### config.mk
export PLATFORM = sky130hd
export DESIGN_NAME = bst_tap
export DESIGN_NICKNAME = d
export VERILOG_FILES = /design/src/common/bst_pkg.sv /design/src/common/bst_cells_if.sv /design/src/hdl/bst_cells.sv /design/src/hdl/bst_tap.sv
export VERILOG_INCLUDE_DIRS = /design/src /design/src/common
export SDC_FILE = /design/constraint.sdc
export NUM_CORES = 1
export LEC_CHECK = 0
export BUFFER_PORTS_ARGS = -buffer_cell sky130_fd_sc_hd__clkbuf_2
export CORE_MARGIN = 5
export CORE_UTILIZATION = 40
export DETAILED_ROUTE_END_ITERATION = 7
export GPL_ROUTABILITY_DRIVEN = 0
export PLACE_DENSITY = 0.64
export SYNTH_ARGS = -nofsm -noshare
export SYNTH_HDL_FRONTEND = slang
export SYNTH_HIERARCHICAL = 1
export SYNTH_SLANG_ARGS = --single-unit
### constraint.sdc
create_clock -name core_clk -period 4.78 [get_ports core_clk]
set_input_delay 1.434 -clock core_clk [delete_from_list [all_inputs] [get_ports core_clk]]
set_output_delay 1.434 -clock core_clk [all_outputs]
set_load 0.005 [all_outputs]
### src/common/bst_defines.svh
// Constants for the boundary-scan test port: opcodes, capture values and widths.
`ifndef BST_DEFINES_SVH
`define BST_DEFINES_SVH
`define BST_IR_W 10
`define BST_ID_W 32
`define BST_IR_CAPTURE 10'h155
`define BST_OP_EXTEST 10'h00F
`define BST_OP_SAMPLE 10'h005
`define BST_OP_BYPASS 10'h3FF
`define BST_OP_IDCODE 10'h006
`define BST_OP_USERCODE 10'h007
`define BST_OP_CLAMP 10'h00A
`define BST_OP_HIGHZ 10'h00B
`define BST_OP_CONFIG_IO 10'h00D
`define BST_OP_PULSE_CONFIG 10'h001
`define BST_IDCODE_DEFAULT 32'h0A5A_5001
`define BST_USERCODE_DEFAULT 32'hFFFF_FFFF
`define BST_CELL_RESET 1'h1
`endif

### src/common/bst_pkg.sv
// Types shared by the boundary-scan test port and its cell chain.
package bst_pkg;
   typedef enum logic [15:0] {
      TAP_RESET      = 16'h0001,
      TAP_IDLE       = 16'h0002,
      TAP_SEL_DR     = 16'h0004,
      TAP_CAPTURE_DR = 16'h0008,
      TAP_SHIFT_DR   = 16'h0010,
      TAP_EXIT1_DR   = 16'h0020,
      TAP_PAUSE_DR   = 16'h0040,
      TAP_EXIT2_DR   = 16'h0080,
      TAP_UPDATE_DR  = 16'h0100,
      TAP_SEL_IR     = 16'h0200,
      TAP_CAPTURE_IR = 16'h0400,
      TAP_SHIFT_IR   = 16'h0800,
      TAP_EXIT1_IR   = 16'h1000,
      TAP_PAUSE_IR   = 16'h2000,
      TAP_EXIT2_IR   = 16'h4000,
      TAP_UPDATE_IR  = 16'h8000
   } bst_tap_e;
   typedef enum logic [2:0] {
      BM_FUNC   = 3'h0,
      BM_SAMPLE = 3'h1,
      BM_EXTEST = 3'h2,
      BM_CLAMP  = 3'h3,
      BM_HIGHZ  = 3'h4
   } bst_mode_e;
   typedef enum logic [1:0] {
      DR_BYPASS = 2'h0,
      DR_ID     = 2'h1,
      DR_BSR    = 2'h2
   } bst_dr_e;
endpackage

### src/common/bst_cells_if.sv
// Connection between the test port controller and the boundary cell chain.
`timescale 1ns/1ps
interface bst_cells_if;
   logic capture;
   logic shift;
   logic update;
   logic tdi_bit;
   logic so;
   logic configured;
   bst_pkg::bst_mode_e mode;
   modport tap (output capture, output shift, output update, output tdi_bit, output configured,
                output mode, input so);
   modport cells (input capture, input shift, input update, input tdi_bit, input configured,
                  input mode, output so);
endinterface

### src/hdl/bst_cells.sv
// Boundary cell chain: per pin an input, an output-data and an output-enable cell with update latches.
`timescale 1ns/1ps
`include "bst_defines.svh"
module bst_cells #(
   parameter int NPINS = 8,
   parameter logic [NPINS-1:0] DIFF_MASK = '0
) (
   input wire logic core_clk,
   input wire logic nrst,
   bst_cells_if.cells bus,
   input wire logic [NPINS-1:0] pin_in,
   input wire logic [NPINS-1:0] core_out,
   input wire logic [NPINS-1:0] core_oe,
   output logic [NPINS-1:0] pin_out,
   output logic [NPINS-1:0] pin_oe
);
   import bst_pkg::*;
   localparam int CHAIN = 3 * NPINS;
   logic [NPINS-1:0] pin_s1_q, pin_s2_q;
   logic [CHAIN-1:0] cap, sr_q, sr_d, upd_q, upd_d;
   logic [NPINS-1:0] out_d, oe_d;
   logic test_drive, test_float;

   assign test_drive = (bus.mode == BM_EXTEST) || (bus.mode == BM_CLAMP);
   assign test_float = (bus.mode == BM_HIGHZ);
   assign bus.so = sr_q[0];

   genvar i;
   generate
      for (i = 0; i < NPINS; i++) begin : g_pin
         logic internal;
         // Differential pins act as internal cells once configured.
         assign internal = DIFF_MASK[i] & bus.configured;
         assign cap[3*i] = pin_s2_q[i];
         assign cap[3*i+1] = core_out[i];
         assign cap[3*i+2] = ~core_oe[i];
         // Enable cell at 0 drives the data cell.
         assign out_d[i] = (test_drive && !internal) ? upd_q[3*i+1] : core_out[i];
         assign oe_d[i] = internal ? core_oe[i] :
                          test_drive ? ~upd_q[3*i+2] :
                          test_float ? 1'b0 : core_oe[i];
      end
   endgenerate

   always_comb begin
      sr_d = sr_q;
      upd_d = upd_q;
      if (bus.capture) begin
         sr_d = cap;
      end else if (bus.shift) begin
         sr_d = {bus.tdi_bit, sr_q[CHAIN-1:1]};
      end
      if (bus.update) begin
         upd_d = sr_q;
      end
   end

   always_ff @(posedge core_clk or negedge nrst) begin
      if (!nrst) begin
         pin_s1_q <= '0;
         pin_s2_q <= '0;
         sr_q <= '0;
         upd_q <= {CHAIN{`BST_CELL_RESET}};
         pin_out <= '0;
         pin_oe <= '0;
      end else begin
         pin_s1_q <= pin_in;
         pin_s2_q <= pin_s1_q;
         sr_q <= sr_d;
         upd_q <= upd_d;
         pin_out <= out_d;
         pin_oe <= oe_d;
      end
   end
endmodule

### src/hdl/bst_tap.sv
// Boundary-scan test port: controller, instruction decode, data registers and configuration control.
`timescale 1ns/1ps
`include "bst_defines.svh"
module bst_tap #(
   parameter int NPINS = 8,
   parameter logic [NPINS-1:0] DIFF_MASK = '0,
   // Identification value is arbitrary.
   parameter logic [31:0] ID_CODE = `BST_IDCODE_DEFAULT
) (
   input wire logic core_clk,
   input wire logic nrst,
   input wire logic tck,
   input wire logic tms,
   input wire logic tdi,
   output logic tdo,
   output logic tdo_oe,
   input wire logic config_request_n,
   input wire logic config_busy,
   input wire logic configured,
   input wire logic [31:0] usercode,
   input wire logic [NPINS-1:0] pin_in,
   input wire logic [NPINS-1:0] core_out,
   input wire logic [NPINS-1:0] core_oe,
   output logic [NPINS-1:0] pin_out,
   output logic [NPINS-1:0] pin_oe,
   output bst_pkg::bst_mode_e test_mode,
   output logic config_abort,
   output logic config_restart
);
   import bst_pkg::*;

   logic [3:0] sync1_q, sync2_q;
   logic tck_prev_q;
   logic tck_s, tms_s, tdi_s, cfg_req_n_s, tck_rise, tck_fall;
   bst_tap_e state_q, state_d;
   logic [`BST_IR_W-1:0] ir_sr_q, ir_sr_d, ir_q, ir_d, op;
   bst_mode_e mode_q, mode_d;
   bst_dr_e dr_q, dr_d;
   logic byp_q, byp_d;
   logic [`BST_ID_W-1:0] id_q, id_d;
   logic intr_q, intr_d, restart_q, restart_d, tdo_q, tdo_d, tdo_oe_q, tdo_oe_d;
   logic allowed;
   bst_cells_if cif ();

   // Pins from the tester pass two flip-flops before use.
   always_ff @(posedge core_clk or negedge nrst) begin
      if (!nrst) begin
         sync1_q <= 4'h8;
         sync2_q <= 4'h8;
         tck_prev_q <= 1'b0;
      end else begin
         sync1_q <= {config_request_n, tdi, tms, tck};
         sync2_q <= sync1_q;
         tck_prev_q <= sync2_q[0];
      end
   end

   assign tck_s = sync2_q[0];
   assign tms_s = sync2_q[1];
   assign tdi_s = sync2_q[2];
   assign cfg_req_n_s = sync2_q[3];
   assign tck_rise = tck_s & ~tck_prev_q;
   assign tck_fall = ~tck_s & tck_prev_q;

   // Gate instructions while configuration runs uninterrupted.
   always_comb begin
      allowed = !config_busy || intr_q ||
                (ir_sr_q == `BST_OP_BYPASS) || (ir_sr_q == `BST_OP_IDCODE) ||
                (ir_sr_q == `BST_OP_SAMPLE) || (ir_sr_q == `BST_OP_CONFIG_IO);
      op = allowed ? ir_sr_q : `BST_OP_BYPASS;
   end

   // Standard controller transitions on the mode-select bit.
   always_comb begin
      unique case (state_q)
         TAP_RESET: state_d = tms_s ? TAP_RESET : TAP_IDLE;
         TAP_IDLE: state_d = tms_s ? TAP_SEL_DR : TAP_IDLE;
         TAP_SEL_DR: state_d = tms_s ? TAP_SEL_IR : TAP_CAPTURE_DR;
         TAP_CAPTURE_DR: state_d = tms_s ? TAP_EXIT1_DR : TAP_SHIFT_DR;
         TAP_SHIFT_DR: state_d = tms_s ? TAP_EXIT1_DR : TAP_SHIFT_DR;
         TAP_EXIT1_DR: state_d = tms_s ? TAP_UPDATE_DR : TAP_PAUSE_DR;
         TAP_PAUSE_DR: state_d = tms_s ? TAP_EXIT2_DR : TAP_PAUSE_DR;
         TAP_EXIT2_DR: state_d = tms_s ? TAP_UPDATE_DR : TAP_SHIFT_DR;
         TAP_UPDATE_DR: state_d = tms_s ? TAP_SEL_DR : TAP_IDLE;
         TAP_SEL_IR: state_d = tms_s ? TAP_RESET : TAP_CAPTURE_IR;
         TAP_CAPTURE_IR: state_d = tms_s ? TAP_EXIT1_IR : TAP_SHIFT_IR;
         TAP_SHIFT_IR: state_d = tms_s ? TAP_EXIT1_IR : TAP_SHIFT_IR;
         TAP_EXIT1_IR: state_d = tms_s ? TAP_UPDATE_IR : TAP_PAUSE_IR;
         TAP_PAUSE_IR: state_d = tms_s ? TAP_EXIT2_IR : TAP_PAUSE_IR;
         TAP_EXIT2_IR: state_d = tms_s ? TAP_UPDATE_IR : TAP_SHIFT_IR;
         TAP_UPDATE_IR: state_d = tms_s ? TAP_SEL_DR : TAP_IDLE;
         default: state_d = TAP_RESET;
      endcase
      if (!tck_rise) begin
         state_d = state_q;
      end
   end

   always_comb begin
      ir_sr_d = ir_sr_q;
      ir_d = ir_q;
      mode_d = mode_q;
      dr_d = dr_q;
      byp_d = byp_q;
      id_d = id_q;
      intr_d = intr_q;
      restart_d = 1'b0;
      tdo_d = tdo_q;
      tdo_oe_d = tdo_oe_q;
      // Pulsing the request pin low ends the interrupt.
      if (!cfg_req_n_s) begin
         intr_d = 1'b0;
      end
      if (tck_rise) begin
         unique case (state_q)
            TAP_RESET: begin
               ir_d = `BST_OP_IDCODE;
               mode_d = BM_FUNC;
               dr_d = DR_ID;
            end
            // Load the alternating pattern for Shift-IR.
            TAP_CAPTURE_IR: ir_sr_d = `BST_IR_CAPTURE;
            TAP_SHIFT_IR: ir_sr_d = {tdi_s, ir_sr_q[`BST_IR_W-1:1]};
            TAP_UPDATE_IR: begin
               ir_d = op;
               mode_d = BM_FUNC;
               dr_d = DR_BYPASS;
               unique case (op)
                  `BST_OP_EXTEST: begin
                     mode_d = BM_EXTEST;
                     dr_d = DR_BSR;
                  end
                  `BST_OP_SAMPLE: begin
                     mode_d = BM_SAMPLE;
                     dr_d = DR_BSR;
                  end
                  `BST_OP_IDCODE: dr_d = DR_ID;
                  `BST_OP_USERCODE: dr_d = DR_ID;
                  `BST_OP_CLAMP: mode_d = BM_CLAMP;
                  `BST_OP_HIGHZ: mode_d = BM_HIGHZ;
                  // Abort configuration so testing may proceed.
                  `BST_OP_CONFIG_IO: intr_d = 1'b1;
                  `BST_OP_PULSE_CONFIG: begin
                     intr_d = 1'b0;
                     restart_d = 1'b1;
                  end
                  default: ir_d = `BST_OP_BYPASS;
               endcase
            end
            TAP_CAPTURE_DR: begin
               byp_d = 1'b0;
               // Load identification or user code for shifting.
               if (ir_q == `BST_OP_USERCODE) begin
                  id_d = configured ? usercode : `BST_USERCODE_DEFAULT;
               end else begin
                  id_d = ID_CODE;
               end
            end
            TAP_SHIFT_DR: begin
               byp_d = tdi_s;
               if (dr_q == DR_ID) begin
                  id_d = {tdi_s, id_q[`BST_ID_W-1:1]};
               end
            end
            default: begin
            end
         endcase
      end
      // Output moves on the falling edge, floats outside shifts.
      if (tck_fall) begin
         tdo_oe_d = (state_q == TAP_SHIFT_IR) || (state_q == TAP_SHIFT_DR);
         if (state_q == TAP_SHIFT_IR) begin
            tdo_d = ir_sr_q[0];
         end else if (dr_q == DR_ID) begin
            tdo_d = id_q[0];
         end else if (dr_q == DR_BSR) begin
            tdo_d = cif.so;
         end else begin
            tdo_d = byp_q;
         end
      end
   end

   always_ff @(posedge core_clk or negedge nrst) begin
      if (!nrst) begin
         state_q <= TAP_RESET;
         ir_sr_q <= '0;
         ir_q <= `BST_OP_IDCODE;
         mode_q <= BM_FUNC;
         dr_q <= DR_ID;
         byp_q <= 1'b0;
         id_q <= '0;
         intr_q <= 1'b0;
         restart_q <= 1'b0;
         tdo_q <= 1'b0;
         tdo_oe_q <= 1'b0;
      end else begin
         state_q <= state_d;
         ir_sr_q <= ir_sr_d;
         ir_q <= ir_d;
         mode_q <= mode_d;
         dr_q <= dr_d;
         byp_q <= byp_d;
         id_q <= id_d;
         intr_q <= intr_d;
         restart_q <= restart_d;
         tdo_q <= tdo_d;
         tdo_oe_q <= tdo_oe_d;
      end
   end

   assign cif.capture = tck_rise && (state_q == TAP_CAPTURE_DR) && (dr_q == DR_BSR);
   assign cif.shift = tck_rise && (state_q == TAP_SHIFT_DR) && (dr_q == DR_BSR);
   assign cif.update = tck_rise && (state_q == TAP_UPDATE_DR) && (dr_q == DR_BSR);
   assign cif.tdi_bit = tdi_s;
   assign cif.mode = mode_q;
   assign cif.configured = configured;

   bst_cells #(.NPINS(NPINS), .DIFF_MASK(DIFF_MASK)) u_cells (
      .core_clk(core_clk),
      .nrst(nrst),
      .bus(cif.cells),
      .pin_in(pin_in),
      .core_out(core_out),
      .core_oe(core_oe),
      .pin_out(pin_out),
      .pin_oe(pin_oe)
   );

   assign tdo = tdo_q;
   assign tdo_oe = tdo_oe_q;
   assign test_mode = mode_q;
   assign config_abort = intr_q;
   assign config_restart = restart_q;
endmodule

==> metrics.cfg <==
[yosys]
seq_area_frac_synth=0.556
synth-edff-count=0
synth_xor_area_frac=0.00851
synth_area_per_cell_um2=11.0
ys_async_sr_fraction=1.00
synth_fa_ha_area_frac=0
synth.most_common_cell=dfrtp_1
synth_common_cells=137 x dfrtp_1, 103 x nand2_1, 56 x o21ai_0
synthCells=653
synth_nets=717
ys_ff_latch=159
synth_top_family_by_area=simple AND/OR/NAND/NOR gates
netlist.area_leader.share=0.476
yosys_warnings=6
synth_flop_cell=dfrtp_1
synth.mux.area_fraction=0.121
synth_top_cell_by_area=dfrtp_1
yosys.area_share.simple=0.163
synth-compound-area-share=0.113
post_synth_num_cell_types=54
syn_area_mm2=0.00721
synthTopCellsByArea=dfrtp_1 48%, dfstp_2 8.0%, nand2_1 5.4%

[critical_path]
arrival_ns=3.10
cp-start-kind=flip-flop
path_class=flip-flop to flip-flop
crit_chain=nor4_4 > and4_1 > nor2_1 > buf_4 > o21ai_0 > o21ai_0 > mux2_4
path_common_cell=o21ai_0
cp_slowest_cell=and4_1
cp-end-kind=flip-flop
critPathLaunch=state_q[8]
crit_family=simple AND/OR/NAND/NOR gates
worstPathMaxFanout=24
critical_path_required_ns=5.08
ff2ff_setup_slack_ns=1.98
reg2reg_from=state_q[8]
cp_num_buf_inv=1
critPathMaxStageDelay_ns=0.77

[finish]
nNetsFinal=790
diodes=0
syn_to_final_growth_pct=16.2
drive_above_1_share=0.287
nFillCells=1673

[timing]
tns_ns=0
finalSetupViolCount=0
tightest_slew_ns=1.02
period_needed_ns=2.80
timing.hold.ws_ns=0.349
timing.final.hold_violations=0
rsz0062_at_grt=no
fmax_mhz=357
slew_violations=0
slew_headroom=0.313
post-route-period-util=0.586
fin_skew_ns=0.0125

[clock_tree]
cts_buffer_depth=2
insertion_delay_ns=0.42
cts-hold-fix-buffers=0
cts_tree=built
cts_resized=0
htree_num_levels=4
clk_pin_slew_ns=0.07
cts_root_buf=clkbuf_16
cts.sinks=159
cts_setup_buffers=0
cts_made_buffers=17

[pwr]
power_density_mw_per_mm2=397
ir_drop_mv=0.237
p_leak_uw=0.00379

[die]
die_w_um=144
die_y_um=144
die_area_mm2=0.0208
start_util=0.404
core_region_area_mm2=0.0178
row_count=49
ioPinCount=87

[global_route]
grt_usage=0.154
overflow=0
antenna_found_initial=0
grt_pass1_wl_um=25600
grt_max_degree=97
first_global_vias=5279

[placement]
io_buffers=86
hpwl_um=10400

[drt]
drc=0
wl_met3_um=674
drtIter0Drc=322
firstDrtPassIters=4
wl_um=15300
highest_layer=met4
antenna_left=0
met1_length_um=7310
wl_per_cell_um=15.8
num_vias=5053
avgViaCountPerCell=5.22
wl_met2_um=7130

[worst_hold_path]
hold_start=u_cells/pin_s1_q[0]
hp-class=flip-flop to flip-flop

[flow_run]
max-cap-violations=0

[status]
status=finished, final reports clean

## layout by cell type (no fill, tap or decap), drive strengths merged, types with 4 or more instances in the layout
master and instances:
nand2b 6, dfrtp 137, nand4 4, a31oi 4, nor4 11, o22ai 9
nor3b 4, a211oi 17, a21oi 19, o31ai 6, nand4b 5, nor3 11
nand3 17, dfstp 22, o21ai 69, mux2i 26, nand2 104, nor2b 14
clkbuf 105, mux2 47, xnor2 4, nor2 29, buf 7, inv 27
## kinds of logic (layout without fill, tap and decap cells)
logic type | count (synthesis) | in the layout
compound gates | 138 | 138
xor+xnor | 7 | 7
buf+inv | 55 | 141
flops | 159 | 159
mux | 73 | 73
simple gates | 221 | 221
## power by group
group          leakage [uW]  internal [uW]  switching (uW)
Clock              0.000284            729             587
Sequential          0.00185           1480             102
Combinational       0.00166            204             218
Total               0.00379           2420             907
## per-stage QoR
step	cell area [um^2]	cells	setup WS, ns	total power [uW]	utilization
CTS	8370	968	1.95	3370	0.469
floorplan	7210	653	2.06	1870	-
global route	8370	968	1.75	3490	0.469
finish	8370	968	1.98	3320	0.469
global placement	7800	936	1.87	2010	0.437
detailed placement	7800	936	1.78	2030	0.437
## state kept, by name, indices dropped and copies added, names as in the netlist, 10 cells and up
signal / cells
id_q: 32
u_cells/sr_q: 24
state_q: 16
u_cells/upd_q: 16
ir_q: 10
ir_sr_q: 10
## cell type report
| class | instances | area (um^2) | area share |
|---|---|---|---|
| sequential | 159 | 4010 | 0.479 |
| multi-input combinational | 439 | 2950 | 0.352 |
| timing repair buffer | 92 | 494 | 0.0590 |
| clock buffer | 20 | 467 | 0.0557 |
| tap | 229 | 287 | 0.0342 |
| clock inverter | 12 | 109 | 0.0130 |
| inverter | 17 | 63.8 | 0.00762 |
## path summary, 6_finish.rpt
kind	endpoint	cells past startpoint
max in group asynchronous	ir_q[2]	2
worst max register to register	id_q[11]	7
worst max-delay path	id_q[11]	7
worst min register to register	u_cells/pin_s2_q[0]	0
worst min-delay path	u_cells/pin_s2_q[0]	0
min in group asynchronous	u_cells/sr_q[12]	1
## layer usage
| layer | up-vias | track usage |
|---|---|---|
| met5 | - | 0 |
| met2 | 107 | 0.241 |
| met3 | 9 | 0.0420 |
| met4 | 0 | 0.0506 |
| met1 | 2490 | 0.209 |
| li1 | 2447 | - |
## worst reg2reg max path, stage by stage, from the launching register on
cell and delay, ns:
dfrtp_1 0.51, nor4_4 0.52, and4_1 0.77, nor2_1 0.13, buf_4 0.25, o21ai_0 0.12, o21ai_0 0.11, mux2_4 0.27
No activity file was read; power rests on OpenSTA's default activity.
